`src/pkg/rsc_map.svh`:
```
/*
  register offsets, field positions, reset values and timing counts for the
  reset and sleep controller. assumes a 100 MHz system clock.
*/
`ifndef RSC_MAP_SVH
`define RSC_MAP_SVH

// ----------------------------------------------------------------------------
// register map (bank selected by low nibble of the register pointer)
// ----------------------------------------------------------------------------
`define RSC_BANK_CFG        4'hF
`define RSC_OFF_PORT_CONFIG 4'h0
`define RSC_OFF_STOP_CFG    4'hB
`define RSC_OFF_WDOG_MODE   4'hF
`define RSC_OFF_PORT2_MODE  4'h6
`define RSC_OFF_PORT3_MODE  4'h7
`define RSC_OFF_STATUS      4'h1

// ----------------------------------------------------------------------------
// reset values and fields
// ----------------------------------------------------------------------------
`define RSC_RST_PORT_CONFIG 8'h00
`define RSC_RST_STOP_CFG    8'h00
`define RSC_RST_WDOG_MODE   8'h00
`define RSC_RST_PORT2_MODE  8'h00
`define RSC_RST_PORT3_MODE  8'h00
`define RSC_STOP_BYPASS_BIT 5

// ----------------------------------------------------------------------------
// opcodes and restart address
// ----------------------------------------------------------------------------
`define RSC_OP_NOP          8'hFF
`define RSC_OP_STOP         8'h6F
`define RSC_OP_HALT         8'h7F
`define RSC_RESTART_ADDR    16'h000C

// ----------------------------------------------------------------------------
// timing
// ----------------------------------------------------------------------------
`define RSC_CLK_HZ          100000000
`define RSC_RC_HZ           100000
`define RSC_RC_DIV          (`RSC_CLK_HZ / `RSC_RC_HZ)
`define RSC_DELAY_US        5000
`define RSC_DELAY_RC_CYC    ((`RSC_DELAY_US * (`RSC_RC_HZ / 1000)) / 1000)

`endif

```
`src/pkg/rsc_pkg.sv`:
```
/*
  types for the reset and sleep controller.
  assumes rsc_map.svh is compiled alongside.
*/
package rsc_pkg;
  typedef enum logic [1:0] {RSC_RUN, RSC_HALT, RSC_STOP, RSC_DELAY} rsc_state_t;

  typedef struct packed {
    logic       cmp_out_p3;
    logic [1:0] open_drain_p01;
    logic [3:0] low_emi_p;
    logic       low_emi_osc;
  } rsc_port_cfg_t;

  typedef struct packed {
    logic [3:0] addr;
    logic [7:0] wdata;
    logic       wr;
    logic       rd;
  } rsc_bus_req_t;
endpackage

```
`src/core/rsc_rc_delay.sv`:
```
/*
  one-shot reset delay timer counting rc ticks divided down from the system clock.
  assumes rc_tick is a one-cycle enable from the rc divider.
*/
`timescale 1ns/1ps
`include "rsc_map.svh"
module rsc_rc_delay
  import rsc_pkg::*;
(
  // clock and reset
  input  wire logic clk,
  input  wire logic rst,
  // control
  input  wire logic start,
  input  wire logic rc_tick,
  // status
  output logic      busy
);
  localparam int CNT_MAX = `RSC_DELAY_RC_CYC;

  logic [15:0] cnt_r;
  logic [15:0] cnt_nxt;
  logic        busy_r;
  logic        busy_nxt;

  always_comb
  begin
    cnt_nxt  = cnt_r;
    busy_nxt = busy_r;
    if (start)
    begin
      cnt_nxt  = 16'h0000;
      busy_nxt = 1'b1;
    end
    else if (busy_r && rc_tick)
    begin
      if (cnt_r == 16'(CNT_MAX - 1))
        busy_nxt = 1'b0;
      cnt_nxt = cnt_r + 16'h0001;
    end
  end

  always_ff @(posedge clk)
  begin
    if (rst)
    begin
      cnt_r  <= 16'h0000;
      busy_r <= 1'b1;
    end
    else
    begin
      cnt_r  <= cnt_nxt;
      busy_r <= busy_nxt;
    end
  end

  assign busy = busy_r;
endmodule

```
`src/core/rsc_top.sv`:
```
/*
  reset and sleep controller: reset delay timer, halt and stop states and the
  bank f configuration registers. assumes the core presents each executed
  opcode with a one-cycle strobe and reports interrupt acceptance.
*/
`timescale 1ns/1ps
`include "rsc_map.svh"
module rsc_top
  import rsc_pkg::*;
(
  // clock and reset
  input  wire logic          clk,
  input  wire logic          rst,
  // supply and reset sources (asynchronous pins)
  input  wire logic          power_good,
  input  wire logic          ext_reset,
  input  wire logic          stop_recover_src,
  // from the core and peripherals
  input  wire logic          watchdog_timeout,
  input  wire logic          op_valid,
  input  wire logic [7:0]    op_code,
  input  wire logic          irq_taken,
  // register bus
  input  wire logic [3:0]    register_pointer,
  input  wire rsc_bus_req_t  bus,
  output logic [7:0]         rdata,
  // to the core and clock tree
  output logic               core_reset,
  output logic               cpu_clk_en,
  output logic               periph_clk_en,
  output logic               xtal_en,
  output logic [15:0]        restart_addr,
  output logic               misuse,
  output rsc_port_cfg_t      port_config,
  output logic [7:0]         stop_config_reg,
  output logic [7:0]         watchdog_mode_reg,
  output logic [7:0]         port2_mode_reg,
  output logic [7:0]         port3_mode_reg
);

  // --------------------------------------------------------------------------
  // pin synchronisers
  // --------------------------------------------------------------------------
  logic [2:0] sync1_r;
  logic [2:0] sync2_r;
  logic       pg_d_r;

  always_ff @(posedge clk)
  begin
    if (rst)
    begin
      sync1_r <= 3'h0;
      sync2_r <= 3'h0;
      // set high, but sync2_r resets low, so a supply already good still gives one pg_rise two cycles after reset release
      pg_d_r  <= 1'b1;
    end
    else
    begin
      sync1_r <= {power_good, ext_reset, stop_recover_src};
      sync2_r <= sync1_r;
      pg_d_r  <= sync2_r[2];
    end
  end

  logic pg_rise;
  logic ext_rst_s;
  logic recover_s;
  assign pg_rise   = sync2_r[2] && !pg_d_r;
  assign ext_rst_s = sync2_r[1];
  assign recover_s = sync2_r[0];

  // --------------------------------------------------------------------------
  // rc oscillator divider
  // --------------------------------------------------------------------------
  localparam int RC_DIV = `RSC_RC_DIV;
  logic [9:0] div_r;
  logic [9:0] div_nxt;
  logic       rc_tick;

  always_comb
  begin
    rc_tick = (div_r == 10'(RC_DIV - 1));
    div_nxt = rc_tick ? 10'h000 : div_r + 10'h001;
  end

  always_ff @(posedge clk)
  begin
    if (rst)
      div_r <= 10'h000;
    else
      div_r <= div_nxt;
  end

  // --------------------------------------------------------------------------
  // sleep state machine
  // --------------------------------------------------------------------------
  rsc_state_t state_r;
  rsc_state_t state_nxt;
  logic       last_nop_r;
  logic       last_nop_nxt;
  logic       misuse_r;
  logic       misuse_nxt;
  logic       timer_start;
  logic       delay_busy;
  logic       stop_exit;
  logic       full_reset;

  function automatic logic is_sleep(input logic [7:0] op);
    is_sleep = (op == `RSC_OP_STOP) || (op == `RSC_OP_HALT);
  endfunction

  // power-up and external reset restart the delay and clear the bank f registers; stop recovery never clears them
  assign full_reset = pg_rise || ext_rst_s;
  assign stop_exit  = (state_r == RSC_STOP) && (recover_s || watchdog_timeout);

  always_comb
  begin
    state_nxt    = state_r;
    last_nop_nxt = last_nop_r;
    misuse_nxt   = misuse_r;
    timer_start  = 1'b0;
    if (op_valid)
      last_nop_nxt = (op_code == `RSC_OP_NOP);
    case (state_r)
      RSC_RUN:
      begin
        if (op_valid && is_sleep(op_code))
        begin
          // sleeping without a preceding no-op is flagged but still honoured
          misuse_nxt = !last_nop_r;
          if (op_code == `RSC_OP_STOP)
            state_nxt = RSC_STOP;
          else
            state_nxt = RSC_HALT;
        end
      end
      RSC_HALT:
      begin
        if (irq_taken)
          state_nxt = RSC_RUN;
      end
      RSC_STOP:
      begin
        if (stop_exit)
        begin
          if (!stop_config_reg[`RSC_STOP_BYPASS_BIT] || watchdog_timeout)
          begin
            timer_start = 1'b1;
            state_nxt   = RSC_DELAY;
          end
          else
            state_nxt = RSC_RUN;
        end
      end
      RSC_DELAY:
      begin
        if (!delay_busy)
          state_nxt = RSC_RUN;
      end
      default:
        state_nxt = RSC_RUN;
    endcase
    if (full_reset || (watchdog_timeout && state_r != RSC_STOP))
    begin
      timer_start = 1'b1;
      state_nxt   = RSC_DELAY;
    end
  end

  always_ff @(posedge clk)
  begin
    if (rst)
    begin
      state_r    <= RSC_DELAY;
      last_nop_r <= 1'b0;
      misuse_r   <= 1'b0;
    end
    else
    begin
      state_r    <= state_nxt;
      last_nop_r <= last_nop_nxt;
      misuse_r   <= misuse_nxt;
    end
  end

  rsc_rc_delay u_delay
  (
    .clk     (clk),
    .rst     (rst),
    .start   (timer_start),
    .rc_tick (rc_tick),
    .busy    (delay_busy)
  );

  // --------------------------------------------------------------------------
  // clock and reset controls
  // --------------------------------------------------------------------------
  logic core_reset_r;
  logic cpu_en_r;
  logic periph_en_r;
  logic xtal_r;

  always_ff @(posedge clk)
  begin
    if (rst)
    begin
      core_reset_r <= 1'b1;
      cpu_en_r     <= 1'b0;
      periph_en_r  <= 1'b0;
      xtal_r       <= 1'b1;
    end
    else
    begin
      core_reset_r <= (state_nxt == RSC_DELAY) || timer_start;
      cpu_en_r     <= (state_nxt == RSC_RUN);
      periph_en_r  <= (state_nxt == RSC_RUN) || (state_nxt == RSC_HALT);
      xtal_r       <= (state_nxt != RSC_STOP);
    end
  end

  assign core_reset    = core_reset_r;
  assign cpu_clk_en    = cpu_en_r;
  assign periph_clk_en = periph_en_r;
  assign xtal_en       = xtal_r;
  assign restart_addr  = `RSC_RESTART_ADDR;
  assign misuse        = misuse_r;

  // --------------------------------------------------------------------------
  // bank f configuration registers
  // --------------------------------------------------------------------------
  logic [7:0] pcfg_r;
  logic [7:0] pcfg_nxt;
  logic [7:0] scfg_r;
  logic [7:0] scfg_nxt;
  logic [7:0] wdm_r;
  logic [7:0] wdm_nxt;
  logic [7:0] p2m_r;
  logic [7:0] p2m_nxt;
  logic [7:0] p3m_r;
  logic [7:0] p3m_nxt;
  logic [7:0] rdata_r;
  logic [7:0] rdata_nxt;
  logic       bank_hit;

  assign bank_hit = (register_pointer == `RSC_BANK_CFG);

  always_comb
  begin
    pcfg_nxt  = pcfg_r;
    scfg_nxt  = scfg_r;
    wdm_nxt   = wdm_r;
    p2m_nxt   = p2m_r;
    p3m_nxt   = p3m_r;
    rdata_nxt = 8'h00;
    if (bus.wr && bank_hit)
    begin
      if (bus.addr == `RSC_OFF_PORT_CONFIG)
        pcfg_nxt = bus.wdata;
      else if (bus.addr == `RSC_OFF_STOP_CFG)
        scfg_nxt = bus.wdata;
      else if (bus.addr == `RSC_OFF_WDOG_MODE)
        wdm_nxt = bus.wdata;
      else if (bus.addr == `RSC_OFF_PORT2_MODE)
        p2m_nxt = bus.wdata;
      else if (bus.addr == `RSC_OFF_PORT3_MODE)
        p3m_nxt = bus.wdata;
    end
    if (bus.rd && bank_hit)
    begin
      if (bus.addr == `RSC_OFF_PORT_CONFIG)
        rdata_nxt = pcfg_r;
      else if (bus.addr == `RSC_OFF_STOP_CFG)
        rdata_nxt = scfg_r;
      else if (bus.addr == `RSC_OFF_WDOG_MODE)
        rdata_nxt = wdm_r;
      else if (bus.addr == `RSC_OFF_PORT2_MODE)
        rdata_nxt = p2m_r;
      else if (bus.addr == `RSC_OFF_PORT3_MODE)
        rdata_nxt = p3m_r;
      else if (bus.addr == `RSC_OFF_STATUS)
        rdata_nxt = {5'h00, misuse_r, state_r};
    end
    // only supply-up and external reset clear the registers; stop recovery keeps them
    if (full_reset)
    begin
      pcfg_nxt = `RSC_RST_PORT_CONFIG;
      scfg_nxt = `RSC_RST_STOP_CFG;
      wdm_nxt  = `RSC_RST_WDOG_MODE;
      p2m_nxt  = `RSC_RST_PORT2_MODE;
      p3m_nxt  = `RSC_RST_PORT3_MODE;
    end
  end

  always_ff @(posedge clk)
  begin
    if (rst)
    begin
      pcfg_r  <= `RSC_RST_PORT_CONFIG;
      scfg_r  <= `RSC_RST_STOP_CFG;
      wdm_r   <= `RSC_RST_WDOG_MODE;
      p2m_r   <= `RSC_RST_PORT2_MODE;
      p3m_r   <= `RSC_RST_PORT3_MODE;
      rdata_r <= 8'h00;
    end
    else
    begin
      pcfg_r  <= pcfg_nxt;
      scfg_r  <= scfg_nxt;
      wdm_r   <= wdm_nxt;
      p2m_r   <= p2m_nxt;
      p3m_r   <= p3m_nxt;
      rdata_r <= rdata_nxt;
    end
  end

  assign rdata             = rdata_r;
  assign port_config       = rsc_port_cfg_t'(pcfg_r);
  assign stop_config_reg   = scfg_r;
  assign watchdog_mode_reg = wdm_r;
  assign port2_mode_reg    = p2m_r;
  assign port3_mode_reg    = p3m_r;
endmodule

```
`config.mk`:
```
export PLATFORM = sky130hd
export DESIGN_NAME = rsc_top
export DESIGN_NICKNAME = d
export VERILOG_FILES = /design/src/pkg/rsc_pkg.sv /design/src/core/rsc_rc_delay.sv /design/src/core/rsc_top.sv
export VERILOG_INCLUDE_DIRS = /design/src /design/src/pkg
export SDC_FILE = /design/constraint.sdc
export NUM_CORES = 1
export LEC_CHECK = 0
export BUFFER_PORTS_ARGS = -buffer_cell sky130_fd_sc_hd__buf_2
export CAP_MARGIN = 20
export CORE_ASPECT_RATIO = 1.1
export CORE_MARGIN = 3
export CORE_UTILIZATION = 48
export CTS_CLUSTER_DIAMETER = 80
export DETAILED_ROUTE_END_ITERATION = 6
export GPL_TIMING_DRIVEN = 0
export HOLD_SLACK_MARGIN = 0.05
export PLACE_DENSITY_LB_ADDON = 0.15
export RECOVER_POWER = 100
export SKIP_CTS_REPAIR_TIMING = 1
export SYNTH_ARGS = -nofsm -noshare
export SYNTH_HDL_FRONTEND = slang
export SYNTH_HIERARCHICAL = 1
export SYNTH_SLANG_ARGS = --single-unit
```
`constraint.sdc`:
```
create_clock -name clk -period 2.1 [get_ports clk]
set_input_delay 0.42 -clock clk [delete_from_list [all_inputs] [get_ports clk]]
set_output_delay 0.42 -clock clk [all_outputs]
set_load 0.02 [all_outputs]
```
# Word-level counts from Yosys, hierarchy flattened
# Cells that the tools add are included.
[classes] n_reduce_logical=31 n_bitwise=5 eq_ne=18 add_sub_neg=2 n_mux=18
[ops] op="8-bit 2-to-1 mux" count=5
[ops] op="16-bit by 1-bit adder with 16-bit output (second input constant)" count=1
[ops] op="16-bit by 9-bit == test with 1-bit output (second input constant)" count=1
[ops] op="8-bit by 7-bit == test with 1-bit output (second input constant)" count=2
[ops] op="2-bit 2-to-1 mux" count=7
[ops] op="4-bit == test (second input constant)" count=3
[ops] op="10-bit by 1-bit adder with 10-bit output (second input constant)" count=1
[ops] op="10-bit == test (second input constant)" count=1
[ops] op="4-bit by 3-bit == test with 1-bit output (second input constant)" count=2
[ops] op="8-bit == test (second input constant)" count=1
[ops] op="2-bit case mux with 4 select lines" count=1
[ops] op="2-bit OR reduction" count=4
[ops] op="1-bit logical AND" count=7
[ops] op="1-bit logical OR" count=7
[ops] op="2-bit == test (second input constant)" count=3
[ops] op="2-bit AND reduction" count=3
[ops] op="6-bit AND reduction" count=1
[ops] op="1-bit inverter" count=5
[ops] op="5-bit AND reduction" count=1
[ops] op="2-bit by 1-bit == test with 1-bit output (second input constant)" count=2
[ops] op="4-bit by 1-bit == test with 1-bit output (second input constant)" count=1
[ops] op="2-bit zero test" count=2
[ops] op="4-bit zero test" count=1
[ops] op="1-bit 2-to-1 mux" count=4
[ops] op="5 further kinds" count=8
[totals] regBits=90 inputBits=34 elab_cells=93

# Longest topological paths before layout
# Gate-level depths: netlist of the first run.
[logic_depth] depth_word=8 depth_mapped=8 depth_no_buf=8

# By module
# Netlist of the first run, hierarchy kept.
[modules_own_cells] mod="rsc_top" area_each_um2=3174.3 n_inst=1 cells_each=329
[modules_own_cells] mod="rsc_rc_delay" area_each_um2=820.8 n_inst=1 cells_each=95

# Worst setup path after synthesis of the first run
# Ideal clock, no wire load.
[synth_path] path_type="register to register" startpoint="register div_r[0]" endpoint="register u_delay.cnt_r[14]" setup_ns=0.070 slack_ns=-0.163 period_less_slack_ns=2.263 n_path_buf=0 stages_incl_launch_ff=9 required_time_ns=2.030 t_arrival_ns=2.193 path_cell_list="dfxtp_1 -> ha_1 -> nand4b_1 -> or4_1 -> inv_1 -> nand3_4 -> or4_4 -> or3_1 -> a21oi_1"
[synth_via] elab_chain_cells=2
[synth_rtl] element="start, declared" line_no="rsc_top.sv:76" source="logic [9:0] div_r;"
[synth_rtl] element="start signal, assigned" line_no="rsc_top.sv:91" source="div_r <= div_nxt;"
[synth_rtl] element="10-bit == test" line_no="rsc_top.sv:82" source="rc_tick = (div_r == 10'(RC_DIV - 1));"
[synth_rtl] element="named net rc_tick" line_no="rsc_top.sv:78" source="logic rc_tick;"
[synth_rtl] element="1-bit logical AND" line_no="rsc_rc_delay.sv:35" source="else if (busy_r && rc_tick)"
[synth_rtl] element="end signal, assigned" line_no="rsc_rc_delay.sv:52" source="cnt_r <= cnt_nxt;"
[synth_rtl] element="end, declared" line_no="rsc_rc_delay.sv:21" source="logic [15:0] cnt_r;"
# The timed path passes the listed nets, and every way through them passes these cells.
# A chain may end at the register's enable or synchronous reset.

# Worst setup path in the final report of the first run
[layout_path] startpoint="register div_r[0]" endpoint="register u_delay.cnt_r[12]"
# The elaborated chain is that of the path after synthesis.

==> metrics.txt, run 1 <==
outcome=finished, violations left; failing checks=negative setup slack; clk slew on worst S/H paths=90 ps; LEAKAGE=2.04 nW; M1 WL=4.42 mm; TritonCTS sink count=90; Hold Path Origin=power_good; first-pass GRT wire length=15.7 mm; Area after DPL=4610 um^2; # fillers=756; minimum clock period=2250 ps; placer congestion estimate=0.869; FF+latch count, synth=90; share of layout cells above drive strength 1=18.1%; most flop-heavy register=u_delay/cnt_r; register area=1810 um^2; vias per inst=5.22; worst slack, placed=-240 ps; Total Wirelength=9.85 mm; die height=102 um; Max Used Layer=met4; unrepaired setup endpoints after global routing=yes; most common cell after layout, fill and taps aside=dfxtp_1; FF-to-FF Start=div_r[0]$_SDFF_PP0_; number of global-route vias before repair=3185; synthesized cell area=4000 um^2; hold_ws=279 ps; H-Tree Level Count=3; final hold viol count=0; starting density of the core=50.0%; # IOs=103; sequential share of the synthesized area=45.1%; largest net degree at the start of global routing=16; CP Launch Type=flip-flop; Clock Latency Late Sink=350 ps; cell count after synthesis=424; root buffer cell=clkbuf_8; DRT iter0 DRCs=183; Synth Warn #=6; Reg2Reg Setup Slack=-150 ps; total CTS buffers=9; Synth async-reset ratio=0%; Worst setup EP type=flip-flop; R2R Path End=u_delay/cnt_r[12]$_SDFFE_PP0P_; multi-input logic area=2030 um^2; actual slew at the worst max-slew pin=764 ps; length of routed met2 wiring=4.73 mm; Final #Nets=573; Slew HR=48.9%; # DRC=0; antenna violations before repair=0; WL met3=589 um; Most used DFF post-synth=dfxtp_1; R2R depth=8; gr usage total=21.1%; CTS tree=yes; Regs by FF count=u_delay/cnt_r (16), div_r (10); EDFF count, synth=0; FMAX=0.443 GHz; WP data arrival=2550 ps; TritonRoute pass-1 iters=4; Max FO, Critical Path=5; most frequent cells in the layout=87 x dfxtp_1, 70 x nor2_1, 68 x clkbuf_1; Hold Path Class=input pin to flip-flop; Final period util=107%; mean post-synth cell area=9.42 um^2; Die Span X=93.0 um; worst hold endpoint=sync1_r[2]$_SDFF_PP0_; Worst Hold Path Cells=2; Worst Clk Skew=12.9 ps; final non-filler cell area=4810 um^2; Congestion Overflow GR=0; CORE AREA=8000 um^2; Netlist cell types=60; antenna-violating nets left=0; max-cap check violation count=0; Final WS setup=-155 ps; final slew viol count=0; Port-buffer cells=84; Clock Tree Buf Depth=2; max reg flops=16; per-cell routed wire length=15.2 um; Peak VDD IR=0.479 mV; critical path required time=2400 ps; Antenna diodes=0; via count=3391; Setup violations, final=6; Area Growth Syn to Fin=20.3%; Die ar.=9460 um^2; CP Class=flip-flop to flip-flop; std cell rows=34; DP Wirelength=7.09 mm; Pwr per Cell Area=665 nW/um^2
## how the worst max path moves through the flow
stage	to	from	slack [ps]
after floorplan	u_delay/cnt_r[14]$_SDFFE_PP0P_	div_r[1]$_SDFF_PP0_	-90
after global placement	u_delay/cnt_r[12]$_SDFFE_PP0P_	div_r[0]$_SDFF_PP0_	-180
after detailed placement	u_delay/cnt_r[12]$_SDFFE_PP0P_	div_r[1]$_SDFF_PP0_	-240
after CTS	u_delay/cnt_r[12]$_SDFFE_PP0P_	div_r[1]$_SDFF_PP0_	-230
after global routing	u_delay/cnt_r[12]$_SDFFE_PP0P_	div_r[0]$_SDFF_PP0_	-210
final	u_delay/cnt_r[12]$_SDFFE_PP0P_	div_r[0]$_SDFF_PP0_	-150
## kinds of logic after synthesis
kind of cell             count (synthesis)  share of synthesized area (%)
XOR/XNOR                                15                           3.29
other                                    2                          0.188
buffers and inverters                   41                           5.98
flip-flops                              90                           45.1
AO/OA/AOI/OAI                           50                           8.17
adder cells (fa/ha/maj)                  2                          0.626
multiplexers                            46                           11.5
AND/OR/NAND/NOR                        178                           25.1
## power by group
part	total [W]	switching, W	internal [W]
Sequential	0.00173	0.00000754	0.00172
Clock	0.00123	0.000615	0.000619
Combinational	0.000235	0.000143	0.0000925
## synth_stat cells, drive strengths merged (2+ instances only)
master  number  share of area, %
xnor2        7               1.5
or4          3              0.66
nand2b       7               1.1
mux2i       46                12
nand3b       2              0.38
clkbuf      13               1.3
nor2b        9               1.4
a22oi        3              0.56
a21oi       17               2.1
o32ai        3              0.66
nor2        70               6.6
nor4         7               1.5
and3         4              0.63
nor3        10               1.5
or2          3              0.47
nand4        8               1.7
nor4bb       2              0.50
a211oi       3              0.56
nand3       14               2.2
nand2       13               1.2
buf         21               4.1
or3         10               1.8
o221ai       3              0.66
and2         2              0.31
conb         2              0.19
dfxtp       90                45
and4         3              0.69
ha           2              0.63
xor2         8               1.8
nor3b        5              0.94
o32a         2              0.50
inv          7              0.66
o21ai       12               1.5
## routing by layer
metal / track usage, % / vias to the layer above
li1: - / 1690
met1: 28.2 / 1601
met2: 34.0 / 91
met3: 3.57 / 9
met4: 8.34 / 0
met5: 0 / -
## critical path: stages, from the launching register on
cell	delay (ps)
dfxtp_4	370
ha_4	130
nand4b_1	80
or4_4	450
inv_4	100
nand3_4	90
or4_4	510
or3_4	340
a21oi_2	130
## per-stage QoR
step	cells	setup TNS, ps	utilization (%)	power [W]
after floorplan	438	-183	-	0.00192
after global placement	630	-557	57.7	0.00199
after detailed placement	630	-787	57.7	0.00200
after CTS	646	-799	60.4	0.00321
after global routing	650	-1600	60.1	0.00331
final	650	-385	60.1	0.00319
## layout make-up
type	count	share of cell area, %
clock buffers	11	3.15
well taps	108	2.81
repair buffers	88	7.94
flip-flops and latches	90	37.6
inverters	7	0.599
plain buffers	34	4.40
multi-input cells	307	42.2
clock inverters	5	1.30
Power figures use the tool's default switching activity.
==> run 2, diff against run 1 <==
--- a/config.mk
+++ b/config.mk
@@ -7,7 +7,7 @@
 export NUM_CORES = 1
 export LEC_CHECK = 0
 export BUFFER_PORTS_ARGS = -buffer_cell sky130_fd_sc_hd__buf_2
-export CAP_MARGIN = 20
+export CAP_MARGIN = 15
 export CORE_ASPECT_RATIO = 1.1
 export CORE_MARGIN = 3
 export CORE_UTILIZATION = 48
==> constraint.sdc (replaced) <==
create_clock -name clk -period 2.1 [get_ports clk]
set_input_delay 0.21 -clock clk [delete_from_list [all_inputs] [get_ports clk]]
set_output_delay 0.21 -clock clk [all_outputs]
set_load 0.02 [all_outputs]
==> metrics.txt, run 2 (synthesis gave the netlist of run 1 again) <==
Worst setup EP type=flip-flop (unchanged); final non-filler cell area=4910 um^2 (was 4810 um^2); WP data arrival=2550 ps (about the same); Total Wirelength=9.82 mm (was 9.85 mm); CP Class=flip-flop to flip-flop (unchanged); vias per inst=5.25 (was 5.22); failing checks=negative setup slack (unchanged); Area Growth Syn to Fin=22.8% (was 20.3%); DRT iter0 DRCs=204 (was 183); non-filler instance count after layout=650 (unchanged); antenna violations before repair=0 (unchanged); FMAX=0.444 GHz (was 0.443 GHz); Antenna diodes=0 (unchanged); TritonRoute pass-1 iters=6 (was 4); critical path required time=2400 ps (about the same); max reg flops=16 (unchanged); Peak VDD IR=0.483 mV (was 0.479 mV); worst hold endpoint=sync1_r[2]$_SDFF_PP0_ (unchanged); actual slew at the worst max-slew pin=664 ps (was 764 ps); CORE AREA=8000 um^2 (unchanged); # DRC=0 (unchanged); Area after DPL=4610 um^2 (unchanged); antenna-violating nets left=0 (unchanged); placer congestion estimate=0.869 (unchanged); std cell rows=34 (unchanged); # IOs=103 (unchanged); outcome=finished, violations left (unchanged); Clock Latency Late Sink=350 ps (about the same); CTS tree=yes (unchanged); most frequent cells in the layout=87 x dfxtp_1, 84 x buf_2, 70 x nor2_1 (was 87 x dfxtp_1, 70 x nor2_1, 68 x clkbuf_1); Final WS setup=-153 ps (was -155 ps); max-cap check violation count=0 (unchanged); Die Span X=93.0 um (unchanged); TritonCTS sink count=90 (unchanged); clk slew on worst S/H paths=100 ps (was 90 ps); Slew HR=55.6% (was 48.9%); Max Used Layer=met4 (unchanged); setup TNS=-369 ps (was -385 ps); minimum clock period=2250 ps (about the same); WL met3=587 um (was 589 um); Worst Hold Path Cells=2 (unchanged); Port-buffer cells=84 (unchanged); Pwr per Cell Area=652 nW/um^2 (was 665 nW/um^2); R2R Path End=u_delay/cnt_r[12]$_SDFFE_PP0P_ (unchanged); number of global-route vias before repair=3185 (unchanged); most flop-heavy register=u_delay/cnt_r (unchanged); LEAKAGE=2.32 nW (was 2.04 nW); gr usage total=21.1% (unchanged); H-Tree Level Count=3 (unchanged); via count=3410 (was 3391); Clock Tree Buf Depth=2 (unchanged); Regs by FF count=u_delay/cnt_r (16), div_r (10) (unchanged); total CTS buffers=9 (unchanged); Hold Path Origin=power_good (unchanged); per-cell routed wire length=15.1 um (was 15.2 um); share of layout cells above drive strength 1=29.2% (was 18.1%); most common cell after layout, fill and taps aside=dfxtp_1 (unchanged); final hold viol count=0 (unchanged); Max FO, Critical Path=5 (unchanged); final slew viol count=0 (unchanged); Die ar.=9460 um^2 (unchanged); unrepaired setup endpoints after global routing=yes (unchanged); DP Wirelength=7.09 mm (unchanged); CP Launch Type=flip-flop (unchanged); die height=102 um (unchanged); FF-to-FF Start=div_r[0]$_SDFF_PP0_ (unchanged); Worst Clk Skew=13.4 ps (was 12.9 ps); Final #Nets=573 (unchanged); Reg2Reg Setup Slack=-150 ps (about the same); Hold Path Class=input pin to flip-flop (unchanged); starting density of the core=50.0% (unchanged); R2R depth=8 (unchanged); largest net degree at the start of global routing=16 (unchanged); Cells after DPL=630 (unchanged); Final period util=107% (about the same); Congestion Overflow GR=0 (unchanged); Setup violations, final=6 (unchanged); first-pass GRT wire length=15.7 mm (unchanged); M1 WL=4.46 mm (was 4.42 mm); Tot Pwr=0.00320 W (was 0.00319 W); length of routed met2 wiring=4.66 mm (was 4.73 mm); root buffer cell=clkbuf_8 (unchanged)
-- run 2: changes by cell type in the layout (fill, tap and decap cells not counted), sizes merged --
cell	before	now
buf	53	108
clkbuf	80	25
-- run 2: worst max-delay path by stage --
stage / startpoint / endpoint
after floorplan: div_r[1]$_SDFF_PP0_ / u_delay/cnt_r[14]$_SDFFE_PP0P_
after global placement: div_r[0]$_SDFF_PP0_ / u_delay/cnt_r[12]$_SDFFE_PP0P_
after detailed placement: div_r[1]$_SDFF_PP0_ / u_delay/cnt_r[12]$_SDFFE_PP0P_
after CTS: div_r[1]$_SDFF_PP0_ / u_delay/cnt_r[12]$_SDFFE_PP0P_
after global routing: div_r[0]$_SDFF_PP0_ / u_delay/cnt_r[12]$_SDFFE_PP0P_
final: div_r[0]$_SDFF_PP0_ / u_delay/cnt_r[12]$_SDFFE_PP0P_
-- run 2: worst max-delay path: stages, from the launching register on --
cell and delay, ps:
dfxtp_4 370, ha_4 130, nand4b_1 80, or4_4 450
inv_4 100, nand3_4 90, or4_4 510, or3_4 340
a21oi_2 130
-- run 2: where the power goes --
group	internal, W	switching (W)	total (W)
Combinational	0.0000935	0.000146	0.000239
Clock	0.000619	0.000617	0.00124
Sequential	0.00172	0.00000754	0.00173
Total	0.00243	0.000770	0.00320
-- run 2: final cells by class --
cell class	count	area, um^2
buffer	34	213
clock buffer	11	151
clock inverter	5	62.6
fill	718	3090
inverter	7	28.8
multi-input combinational	307	2060
sequential	90	1810
tap	108	135
timing repair buffer	88	449
-- run 2: stage by stage --
step	hold WS, ps	util [%]	setup slack (ps)
after floorplan	282	-	-91.4
after global placement	402	57.7	-180
after detailed placement	406	57.7	-240
after CTS	59.5	60.4	-231
after global routing	64.8	61.3	-209
final	68.9	61.3	-153
-- run 2: layer usage --
| layer | track usage (%) | vias to the layer above |
|---|---|---|
| li1 | - | 1689 |
| met1 | 28.2 | 1611 |
| met2 | 34.0 | 100 |
| met3 | 3.57 | 10 |
| met4 | 8.34 | 0 |
| met5 | 0 | - |
